**config.mk**
```make
export PLATFORM = sky130hd
export DESIGN_NAME = port_pin_logic
export DESIGN_NICKNAME = d
export VERILOG_FILES = /design/src/design/port_pin_pkg.sv /design/src/design/port_pin_logic.sv
export SDC_FILE = /design/constraint.sdc
export NUM_CORES = 1
export LEC_CHECK = 0
export BUFFER_PORTS_ARGS = -buffer_cell sky130_fd_sc_hd__buf_2
export CAP_MARGIN = 30
export CELL_PAD_IN_SITES_DETAIL_PLACEMENT = 0
export CELL_PAD_IN_SITES_GLOBAL_PLACEMENT = 1
export CORE_MARGIN = 1.5
export CORE_UTILIZATION = 30
export DETAILED_ROUTE_END_ITERATION = 6
export PLACE_DENSITY = 0.77
export SLEW_MARGIN = 15
export SYNTH_ARGS = -nofsm -noshare
export SYNTH_HDL_FRONTEND = slang
export SYNTH_SLANG_ARGS = --single-unit
export TNS_END_PERCENT = 5
```
**constraint.sdc**
```tcl
create_clock -name clock -period 1.5 [get_ports clock]
set_input_delay 0.15 -clock clock [delete_from_list [all_inputs] [get_ports clock]]
set_output_delay 0.15 -clock clock [all_outputs]
set_load 0.02 [all_outputs]
```
**src/design/port_pin_pkg.sv**
```systemverilog
`default_nettype none
package port_pin_pkg;
  localparam int          NPINS   = 8;
  localparam int          AW      = 8;
  // register byte offsets
  localparam logic [7:0] OFF_DATA     = 8'h00;
  localparam logic [7:0] OFF_DIR      = 8'h04;
  localparam logic [7:0] OFF_DATA_IN  = 8'h08;
  localparam logic [7:0] OFF_PULL_EN  = 8'h0c;
  localparam logic [7:0] OFF_PULL_SEL = 8'h10;
  localparam logic [7:0] OFF_IRQ_EN   = 8'h14;
  localparam logic [7:0] OFF_IRQ_FLAG = 8'h18;
  localparam logic [7:0] OFF_WIRED_OR = 8'h1c;
  localparam logic [7:0] OFF_EDGE_SEL = 8'h20;
  localparam logic [7:0] OFF_PKG_CODE = 8'h24;
  localparam logic [7:0] OFF_ROUTE    = 8'h28;
  // reset values
  localparam logic [7:0] RST_PIN_REG  = 8'h00;
  localparam logic [2:0] RST_PKG_CODE = 3'h0;
  localparam logic [1:0] RST_ROUTE    = 2'h0;
  // field positions in the routing register
  localparam int ROUTE_B_EN   = 0;
  localparam int ROUTE_RX_ALT = 1;
  // pins whose output stage can emulate open drain
  localparam logic [7:0] WOR_CAPABLE  = 8'hf0;
  // bonded pins for each package code
  localparam logic [7:0] PIN_AVAIL [8] = '{
    8'h0f, 8'h3f, 8'hff, 8'hff, 8'h0f, 8'h3f, 8'hff, 8'hff
  };
endpackage : port_pin_pkg
`default_nettype wire

```
**src/design/port_pin_logic.sv**
```systemverilog
// Chosen here: the Wishbone slave port and the placing of the registers.
`default_nettype none
module port_pin_logic
  import port_pin_pkg::*;
(
  input  wire logic              clock,
  input  wire logic              srst,
  input  wire logic              wb_cyc_i,
  input  wire logic              wb_stb_i,
  input  wire logic              wb_we_i,
  input  wire logic [AW-1:0]     wb_adr_i,
  input  wire logic [3:0]        wb_sel_i,
  input  wire logic [31:0]       wb_dat_i,
  output logic      [31:0]       wb_dat_o,
  output logic                   wb_ack_o,
  input  wire logic [NPINS-1:0]  pad_in,
  output logic      [NPINS-1:0]  pad_out,
  output logic      [NPINS-1:0]  pad_oe,
  output logic      [NPINS-1:0]  pad_pull_en,
  output logic      [NPINS-1:0]  pad_pull_up,
  input  wire logic [NPINS-1:0]  pa_req,
  input  wire logic [NPINS-1:0]  pa_oe,
  input  wire logic [NPINS-1:0]  pa_out,
  input  wire logic [NPINS-1:0]  pb_req,
  input  wire logic [NPINS-1:0]  pb_oe,
  input  wire logic [NPINS-1:0]  pb_out,
  input  wire logic [NPINS-1:0]  rx_req,
  output logic      [NPINS-1:0]  periph_in,
  input  wire logic [2:0]        nvm_code,
  input  wire logic              nvm_valid,
  output logic                   port_irq,
  output logic                   stop_wake
);

  function automatic logic hit(input logic [AW-1:0] a,
                               input logic [7:0]    off);
    hit = (a[AW-1:2] == off[AW-1:2]);
  endfunction : hit

  // pin synchroniser
  logic [NPINS-1:0] sync1_q, sync1_d;
  logic [NPINS-1:0] pin_q, pin_d;
  logic [NPINS-1:0] pin_prev_q, pin_prev_d;

  // configuration state
  logic [NPINS-1:0] data_q, data_d;
  logic [NPINS-1:0] dir_q, dir_d;
  logic [NPINS-1:0] pull_en_q, pull_en_d;
  logic [NPINS-1:0] pull_sel_q, pull_sel_d;
  logic [NPINS-1:0] irq_en_q, irq_en_d;
  logic [NPINS-1:0] flag_q, flag_d;
  logic [NPINS-1:0] wor_q, wor_d;
  logic [NPINS-1:0] edge_sel_q, edge_sel_d;
  logic [2:0]       pkg_q, pkg_d;
  logic             pkg_loaded_q, pkg_loaded_d;
  logic             pkg_locked_q, pkg_locked_d;
  logic [1:0]       route_q, route_d;

  // bus state
  logic             ack_q, ack_d;
  logic [31:0]      rdat_q, rdat_d;
  logic             wake_q, wake_d;

  // register select, decoded once for both reads and writes
  logic             sel_data;
  logic             sel_dir;
  logic             sel_data_in;
  logic             sel_pull_en;
  logic             sel_pull_sel;
  logic             sel_irq_en;
  logic             sel_irq_flag;
  logic             sel_wired_or;
  logic             sel_edge_sel;
  logic             sel_pkg_code;
  logic             sel_route;

  logic             req;
  logic             wr;
  logic [NPINS-1:0] wbyte;
  logic [NPINS-1:0] edge_ev;
  logic [NPINS-1:0] avail;
  logic [NPINS-1:0] own;
  logic [NPINS-1:0] rx_pins;
  logic [NPINS-1:0] data_view;

  assign req   = wb_cyc_i & wb_stb_i;
  // a write takes effect on the edge that the master sees ack
  assign wr    = req & wb_we_i & ack_q & wb_sel_i[0];
  assign wbyte = wb_dat_i[NPINS-1:0];

  // unmapped offsets leave every select low, so they read zero
  // and a write to them changes nothing
  always_comb begin
    sel_data     = 1'b0;
    sel_dir      = 1'b0;
    sel_data_in  = 1'b0;
    sel_pull_en  = 1'b0;
    sel_pull_sel = 1'b0;
    sel_irq_en   = 1'b0;
    sel_irq_flag = 1'b0;
    sel_wired_or = 1'b0;
    sel_edge_sel = 1'b0;
    sel_pkg_code = 1'b0;
    sel_route    = 1'b0;
    if (hit(wb_adr_i, OFF_DATA)) begin
      sel_data = 1'b1;
    end else if (hit(wb_adr_i, OFF_DIR)) begin
      sel_dir = 1'b1;
    end else if (hit(wb_adr_i, OFF_DATA_IN)) begin
      sel_data_in = 1'b1;
    end else if (hit(wb_adr_i, OFF_PULL_EN)) begin
      sel_pull_en = 1'b1;
    end else if (hit(wb_adr_i, OFF_PULL_SEL)) begin
      sel_pull_sel = 1'b1;
    end else if (hit(wb_adr_i, OFF_IRQ_EN)) begin
      sel_irq_en = 1'b1;
    end else if (hit(wb_adr_i, OFF_IRQ_FLAG)) begin
      sel_irq_flag = 1'b1;
    end else if (hit(wb_adr_i, OFF_WIRED_OR)) begin
      sel_wired_or = 1'b1;
    end else if (hit(wb_adr_i, OFF_EDGE_SEL)) begin
      sel_edge_sel = 1'b1;
    end else if (hit(wb_adr_i, OFF_PKG_CODE)) begin
      sel_pkg_code = 1'b1;
    end else if (hit(wb_adr_i, OFF_ROUTE)) begin
      sel_route = 1'b1;
    end
  end

  // routing: pure combinational decode of package code and route bits
  assign avail   = PIN_AVAIL[pkg_q];
  // alternate mapping swaps the receive-only input between the low and high pin nibbles
  assign rx_pins = route_q[ROUTE_RX_ALT] ?
                   {rx_req[3:0], rx_req[7:4]} : rx_req;

  genvar i;
  generate
    for (i = 0; i < NPINS; i++) begin : g_pin
      logic a_own;
      logic b_own;
      logic r_own;
      logic drive;
      logic val;
      // fixed priority: peripheral a, then b, then receive-only
      assign a_own = pa_req[i] & avail[i];
      assign b_own = pb_req[i] & avail[i] & route_q[ROUTE_B_EN]
                     & ~a_own;
      assign r_own = rx_pins[i] & avail[i] & ~a_own
                     & ~b_own;
      assign own[i] = a_own | b_own | r_own;
      always_comb begin
        if (a_own) begin
          drive = pa_oe[i];
          val   = pa_out[i];
        end else if (b_own) begin
          drive = pb_oe[i];
          val   = pb_out[i];
        end else if (r_own) begin
          drive = 1'b0;
          val   = 1'b0;
        end else begin
          drive = dir_q[i];
          val   = data_q[i];
        end
      end
      // open-drain emulation: release the pin instead of driving high
      assign pad_oe[i]  = drive & ~(wor_q[i] & WOR_CAPABLE[i]
                                    & val);
      assign pad_out[i] = val;
      assign pad_pull_en[i] = pull_en_q[i] & ~pad_oe[i];
      assign pad_pull_up[i] = pull_sel_q[i];
      assign data_view[i]   = dir_q[i] ? data_q[i]
                                       : pin_q[i];
    end
  endgenerate

  assign periph_in = pin_q;
  // edge detector reads the pad itself, so driven pins count too
  assign edge_ev = (edge_sel_q & pin_q & ~pin_prev_q)
                 | (~edge_sel_q & ~pin_q & pin_prev_q);

  assign port_irq  = |(flag_q & irq_en_q);
  assign stop_wake = wake_q;
  assign wb_ack_o  = ack_q;
  assign wb_dat_o  = rdat_q;

  // synchroniser and edge history
  always_comb begin
    sync1_d    = pad_in;
    pin_d      = sync1_q;
    pin_prev_d = pin_q;
  end

  always_ff @(posedge clock) begin
    if (srst) begin
      sync1_q    <= RST_PIN_REG;
      pin_q      <= RST_PIN_REG;
      pin_prev_q <= RST_PIN_REG;
    end else begin
      sync1_q    <= sync1_d;
      pin_q      <= pin_d;
      pin_prev_q <= pin_prev_d;
    end
  end

  // pin configuration registers
  always_comb begin
    data_d     = data_q;
    dir_d      = dir_q;
    pull_en_d  = pull_en_q;
    pull_sel_d = pull_sel_q;
    irq_en_d   = irq_en_q;
    wor_d      = wor_q;
    edge_sel_d = edge_sel_q;
    route_d    = route_q;
    if (wr) begin
      // data stores even while a peripheral owns the pin
      if (sel_data) begin
        data_d = wbyte;
      end else if (sel_dir) begin
        dir_d = wbyte;
      end else if (sel_pull_en) begin
        pull_en_d = wbyte;
      end else if (sel_pull_sel) begin
        pull_sel_d = wbyte;
      end else if (sel_irq_en) begin
        irq_en_d = wbyte;
      end else if (sel_wired_or) begin
        wor_d = wbyte;
      end else if (sel_edge_sel) begin
        edge_sel_d = wbyte;
      end else if (sel_route) begin
        route_d = wbyte[1:0];
      end
    end
  end

  always_ff @(posedge clock) begin
    if (srst) begin
      data_q     <= RST_PIN_REG;
      dir_q      <= RST_PIN_REG;
      pull_en_q  <= RST_PIN_REG;
      pull_sel_q <= RST_PIN_REG;
      irq_en_q   <= RST_PIN_REG;
      wor_q      <= RST_PIN_REG;
      edge_sel_q <= RST_PIN_REG;
      route_q    <= RST_ROUTE;
    end else begin
      data_q     <= data_d;
      dir_q      <= dir_d;
      pull_en_q  <= pull_en_d;
      pull_sel_q <= pull_sel_d;
      irq_en_q   <= irq_en_d;
      wor_q      <= wor_d;
      edge_sel_q <= edge_sel_d;
      route_q    <= route_d;
    end
  end

  // interrupt flags and wake pulse
  always_comb begin
    flag_d = flag_q;
    // an edge in the same cycle as a clear wins
    if (wr && sel_irq_flag) begin
      flag_d = flag_q & ~wbyte;
    end
    flag_d = flag_d | edge_ev;
    wake_d = |(edge_ev & irq_en_q);
  end

  always_ff @(posedge clock) begin
    if (srst) begin
      flag_q <= RST_PIN_REG;
      wake_q <= 1'b0;
    end else begin
      flag_q <= flag_d;
      wake_q <= wake_d;
    end
  end

  // package code: nonvolatile load first, then a single software write
  always_comb begin
    pkg_d        = pkg_q;
    pkg_loaded_d = pkg_loaded_q;
    pkg_locked_d = pkg_locked_q;
    if (nvm_valid && !pkg_loaded_q) begin
      pkg_d        = nvm_code;
      pkg_loaded_d = 1'b1;
    end
    // a software write also blocks any later factory load
    if (wr && sel_pkg_code && !pkg_locked_q) begin
      pkg_d        = wbyte[2:0];
      pkg_loaded_d = 1'b1;
      pkg_locked_d = 1'b1;
    end
  end

  always_ff @(posedge clock) begin
    if (srst) begin
      pkg_q        <= RST_PKG_CODE;
      pkg_loaded_q <= 1'b0;
      pkg_locked_q <= 1'b0;
    end else begin
      pkg_q        <= pkg_d;
      pkg_loaded_q <= pkg_loaded_d;
      pkg_locked_q <= pkg_locked_d;
    end
  end

  // bus slave: ack one cycle after the request, data registered with it
  always_comb begin
    ack_d  = req & ~ack_q;
    rdat_d = '0;
    if (req && !ack_q && !wb_we_i) begin
      if (sel_data) begin
        rdat_d[NPINS-1:0] = data_view;
      end else if (sel_dir) begin
        rdat_d[NPINS-1:0] = dir_q;
      end else if (sel_data_in) begin
        rdat_d[NPINS-1:0] = pin_q;
      end else if (sel_pull_en) begin
        rdat_d[NPINS-1:0] = pull_en_q;
      end else if (sel_pull_sel) begin
        rdat_d[NPINS-1:0] = pull_sel_q;
      end else if (sel_irq_en) begin
        rdat_d[NPINS-1:0] = irq_en_q;
      end else if (sel_irq_flag) begin
        rdat_d[NPINS-1:0] = flag_q;
      end else if (sel_wired_or) begin
        rdat_d[NPINS-1:0] = wor_q;
      end else if (sel_edge_sel) begin
        rdat_d[NPINS-1:0] = edge_sel_q;
      end else if (sel_pkg_code) begin
        rdat_d[2:0] = pkg_q;
      end else if (sel_route) begin
        rdat_d[1:0] = route_q;
      end
    end
  end

  always_ff @(posedge clock) begin
    if (srst) begin
      ack_q  <= 1'b0;
      rdat_q <= '0;
    end else begin
      ack_q  <= ack_d;
      rdat_q <= rdat_d;
    end
  end

endmodule : port_pin_logic
`default_nettype wire

```
* Word level (Yosys, flattened, before mapping)
Memory sizes are Yosys's and may differ from the RTL's.
Cells that the tools add are included.
Widths: inputs -> output; s select.
** Storage, ports and cells
- Register bits :: 129
- ROM bits :: 64
- Input port bits :: 117
- Output and inout bits :: 75
- Word-level logic and storage cells :: 325
- Memories :: 1
** Operators by class
- Magnitude comparators :: 1
- Equal/unequal tests :: 10
- Muxes and demuxes :: 143
- Bitwise logic cells :: 128
- Reductions and logical operators :: 23
** Memory list
- (name not given) :: words 8, bits a word 8, rd ports 1, clocked after memory_dff 0, wr ports 0, RTL line port_pin_logic.sv:131 : assign avail = PIN_AVAIL[pkg_q];
** Operators by type and width (number)
- $mux 1 :: 125
- $mux 8 :: 12
- $and 1x1->1 :: 77
- $and 8x8->8 :: 7
- $not 1->1 :: 37
- $not 8->8 :: 4
- $eq 6x3->1 const B :: 4
- $eq 6x4->1 const B :: 3
- $or 8x8->8 :: 2
- $reduce_or 8->1 :: 2
- $eq 6x2->1 const B :: 2
- $mux 3 :: 3
- $reduce_and 9->1 :: 1
- $reduce_and 8->1 :: 1
- $reduce_and 7->1 :: 1
- $eq 6x1->1 const B :: 1
- $logic_and 1x1->1 :: 6
- $logic_not 6->1 :: 1
- $reduce_and 6->1 :: 1
- $mux 5 :: 1
- $reduce_and 5->1 :: 1
- $ge 4x4->1 const B :: 1
- $logic_not 1->1 :: 4
- $mux 2 :: 2
- 6 further kinds :: 6

* Logic depth before layout (Yosys ltp)
- Depth after elaboration :: 23
- Gate-level depth with buffers :: 7
- Depth with buffers taken out :: 4

* Worst setup path before layout
No wires, ideal clock.
- Path kind :: register to register
- From :: reg ack_q, in the netlist wb_ack_o
- To :: reg flag_q[0]
- Setup time :: 0.115 ns
- Arrival time :: 1.600 ns
- Required time :: 1.385 ns
- Path slack :: -0.215 ns
- Cell stages (with the launch flop) :: 6
- Buffers on the path :: 1
- Clock period less this slack :: 1.715 ns
- Cells stage by stage :: dfxtp_1 > and4_1 > buf_2 > nand4_1 > o21a_1 > o21ba_2
** On the way
- Cells in the longest elaborated chain, start to end :: 5
** Ends and longest elaborated chain
- start, declared :: RTL line port_pin_logic.sv:60 : logic ack_q, ack_d;
- start signal, assigned :: RTL line port_pin_logic.sv:346 : ack_q <= ack_d;
- $and 1x1->1 (2 in series) :: RTL line port_pin_logic.sv:88 : assign wr = req & wb_we_i & ack_q & wb_sel_i[0];
- $logic_and 1x1->1 :: RTL line port_pin_logic.sv:264 : if (wr && sel_irq_flag) begin
- $mux 8 :: RTL line port_pin_logic.sv:264
- $or 8x8->8 :: RTL line port_pin_logic.sv:267 : flag_d = flag_d | edge_ev;
- end signal, assigned :: RTL line port_pin_logic.sv:276 : flag_q <= flag_d;
- end, declared :: RTL line port_pin_logic.sv:51 : logic [NPINS-1:0] flag_q, flag_d;
No other way between the ends.
A chain may end at the register's enable or synchronous reset.

* Worst setup path after layout
- From :: reg route_q[0]
- To :: out pad_pull_en[4]
** On the way
- Cells in the longest elaborated chain, start to end :: 12
- Elaborated cells between the ends (all ways) :: 15
- Those cells by class :: mux: 6; bitwise: 9
** Ends and longest elaborated chain
- start, declared :: RTL line port_pin_logic.sv:57 : logic [1:0] route_q, route_d;
- start signal, assigned :: RTL line port_pin_logic.sv:256 : route_q <= route_d;
- $and 1x1->1 * :: RTL line port_pin_logic.sv:146 : assign b_own = pb_req[i] & avail[i] & route_q[ROUTE_B_EN]
- $and 1x1->1 * :: RTL line port_pin_logic.sv:147 : & ~a_own;
- $not 1->1 :: RTL line port_pin_logic.sv:149 : & ~b_own;
- $and 1x1->1 :: RTL line port_pin_logic.sv:149
- $mux 1 :: RTL line port_pin_logic.sv:158 : end else if (r_own) begin
- $mux 1 :: RTL line port_pin_logic.sv:155 : end else if (b_own) begin
- $mux 1 :: RTL line port_pin_logic.sv:152 : if (a_own) begin
- $and 1x1->1 :: RTL line port_pin_logic.sv:168 : & val);
- $not 1->1 :: RTL line port_pin_logic.sv:167 : assign pad_oe[i] = drive & ~(wor_q[i] & WOR_CAPABLE[i]
- $and 1x1->1 * :: RTL line port_pin_logic.sv:167
- $not 1->1 * :: RTL line port_pin_logic.sv:170 : assign pad_pull_en[i] = pull_en_q[i] & ~pad_oe[i];
- $and 1x1->1 * :: RTL line port_pin_logic.sv:170
- end, declared :: RTL line port_pin_logic.sv:19 : output logic [NPINS-1:0] pad_pull_en,
Mark *: on every way between the ends. The rest lies on a longest branch, timed or not.

==> results.md <==
- Via count: 5091
- EDFF count, synth: 0
- Slew Limit Fails: 0
- Period utilisation layout: 127.3%
- Root Buffer: clkbuf_16
- Post-DRT Antenna Nets: 0
- Ys Warns: 0
- Share of cells above drive strength 1: 32.38%
- Critical Path Source Type: flip-flop
- First-pass GRT wire length: 26.70 mm
- Vias per cell: 4.924
- Clock Power Share: 38.6%
- WL/cell: 16.90 um
- Mapped Area: 5717 sq um
- Area growth syn-to-layout: 27.97%
- Hold path cells: 3
- Asr flop ratio synth: 0%
- Status: complete, but fails checks
- Hold Fails Final Rpt: 0
- Row cnt: 50
- Initial core utilization: 30.56%
- Comb power frac: 13.0%
- RD Place Congestion: 0.9043
- Share of power burned in registers: 48.3%
- Synth top cells by count: dfxtp_1, mux2i_1, nor2_1
- Crit Path Max Fanout: 20
- Hold Path Class: in -> reg
- Worst path arrival time: 1.76 ns
- Peak supply drop: 0.5909 mV
- Pin count of the biggest net entering global routing: 97
- Post-CTS setup buffer count: 0
- Violated checks: negative setup slack
- Die area: 19890 sq um
- Synth area leaders: dfxtp_1, mux2i_1, buf_4, nor2_1, nor2b_1
- Gr usage total: 17.54%
- # IOs: 192
- Total gr overflow: 0
- Clk Latency, worst-skew pair: 0.37 ns
- Syn Inst Count: 640
- Peak Freq: 523.7 MHz
- Total wire length: 17.47 mm
- Cell Pwr Density: 808.1 nW/um^2
- WHS: 0.01721 ns
- Final min period: 1.909 ns
- P_sw: 1.622 mW
- Final WS setup: -0.4095 ns
- Initial antenna violation count: 0
- Critical path type: reg -> out
- CP endpoint kind: output pin
- Die H: 141.0 um
- Max_cap viols: 0
- Static Leak: 3.359 nW
- Ys flop type: dfxtp_1
- Drt first pass iters: 5
- Mean Syn Cell Area: 8.932 sq um
- Drt initial violations: 255
- CTS tree: done
- DIE WIDTH: 141.0 um
- Internal power: 4.289 mW
- Sequential area share after synthesis: 36.77%
- #FFs+latches synth: 105
- Yosys top cell area share: 36.77%
- # setup viols final: 24
- Netlist cell types: 60
- Clock-pin slew on the worst setup and hold paths: 0.08 ns
- CTS Buf Count: 9
- Most common cell in the netlist: dfxtp_1
- Core area: 18710 sq um
- Clock net sink count: 105
- Port bufs: 138
- Required time of the critical path: 1.35 ns
- Unrepaired setup endpoints after global routing: true
- Nets: 912
- H-tree depth: 3
- Vias in the first global route: 4750
- Drc violations: 0
- Final setup skew: 0.01378 ns
- Post-synth top area cell: dfxtp_1
- R2R depth: 6
- Antenna fix cells: 0
- Final HPWL DP: 13.42 mm
- # fillers: 1894
- Sw Share: 27.44%
- Max clock buf depth: 2
- Pwr Total: 5.912 mW
layer usage:
layer | GRT usage, % | wire, um
met5 | 0 | 0
met4 | 5.921 | 407
met3 | 4.076 | 951
met2 | 28.03 | 8022
met1 | 23.30 | 8088
registers in the layout, indices dropped and copies added, names as in the netlist:
name	flops
data_q	8
dir_q	8
edge_sel_q	8
flag_q	8
irq_en_q	8
pad_pull_up	8
periph_in	8
pin_d	8
pin_prev_q	8
pkg_loaded_q	1
pkg_locked_q	1
pkg_q	3
pull_en_q	8
route_q	2
stop_wake	1
wb_ack_o	1
wb_dat_o	8
wor_q	8
critical path, cell delays in order, from the launching register on:
cell and delay (ns):
dfxtp_2 0.34, buf_12 0.15, and2_4 0.15, o32ai_4 0.28, o2bb2ai_2 0.16, a32o_2 0.20
buf_6 0.11
power by group through the flow:
stage                     Clock [mW]  Sequential (mW)  Combinational [mW]
after global routing            2.46             2.86               0.829
after floorplan                    0             2.92               0.462
after global placement             0             2.92               0.729
final                           2.28             2.86               0.771
after CTS                       2.36             2.86               0.764
after detailed placement           0             2.92               0.731
per-stage QoR:
| step | setup TNS, ns | setup slack, ns | instance area, sq um | std cells | util, % |
|---|---|---|---|---|---|
| 3_5_place_dp | -4.969 | -0.1428 | 6857 | 1010 | 36.66 |
| 2_1_floorplan | -0.1694 | -0.03340 | 5846 | 663 | - |
| 5_1_grt | -9.819 | -0.4985 | 7316 | 1034 | 39.11 |
| 4_1_cts | -8.412 | -0.4135 | 7286 | 1034 | 38.95 |
| 6_report | -7.443 | -0.4095 | 7316 | 1034 | 39.11 |
| 3_3_place_gp | -3.532 | -0.1413 | 6857 | 1010 | 36.66 |
cells in the final DEF (no fill, tap or decap), drive strengths merged, types with 21 or more instances in the layout:
master	instances
conb	24
mux2i	67
a21oi	30
dfxtp	105
buf	190
nand3	21
nor2	61
nor2b	35
inv	22
o21ai	34
nand2	39
layout make-up:
| class | instances | area (sq um) | area share, % |
|---|---|---|---|
| clock inverter | 7 | 55.05 | 0.7525 |
| sequential | 105 | 2111 | 28.85 |
| inverter | 20 | 75.07 | 1.026 |
| timing repair buffer | 198 | 1311 | 17.92 |
| multi-input combinational | 461 | 3246 | 44.36 |
| clock buffer | 9 | 225.2 | 3.079 |
| tap | 234 | 292.8 | 4.002 |
final timing paths:
check                                             start                      end  slack, ns
worst max-delay path            route_q[0]$_SDFFE_PP0P_           pad_pull_en[4]      -0.41
worst min-delay path                           wb_stb_i      wb_ack_o$_SDFF_PP0_       0.02
worst max register to register      wb_ack_o$_SDFF_PP0_     flag_q[5]$_SDFF_PP0_       0.03
worst min register to register      pin_d[7]$_SDFF_PP0_  periph_in[7]$_SDFF_PP0_       0.44
cells by family after synthesis:
group	after synthesis	share of synthesized area [%]
buffers and inverters	97	9.389
muxes	77	14.69
DFF	105	36.77
and+or+nand+nor	201	19.48
AOI/OAI and AO/OA	159	19.61
other	1	0.06560
timing repair:
item	in CTS	in global routing
pin swaps	7	5
endpoints found under the hold margin	8	0
hold buffers	8	0
cloned	0	0
setup endpoints to repair	25	37
resized for setup	25	12
Power figures use the tool's default switching activity.
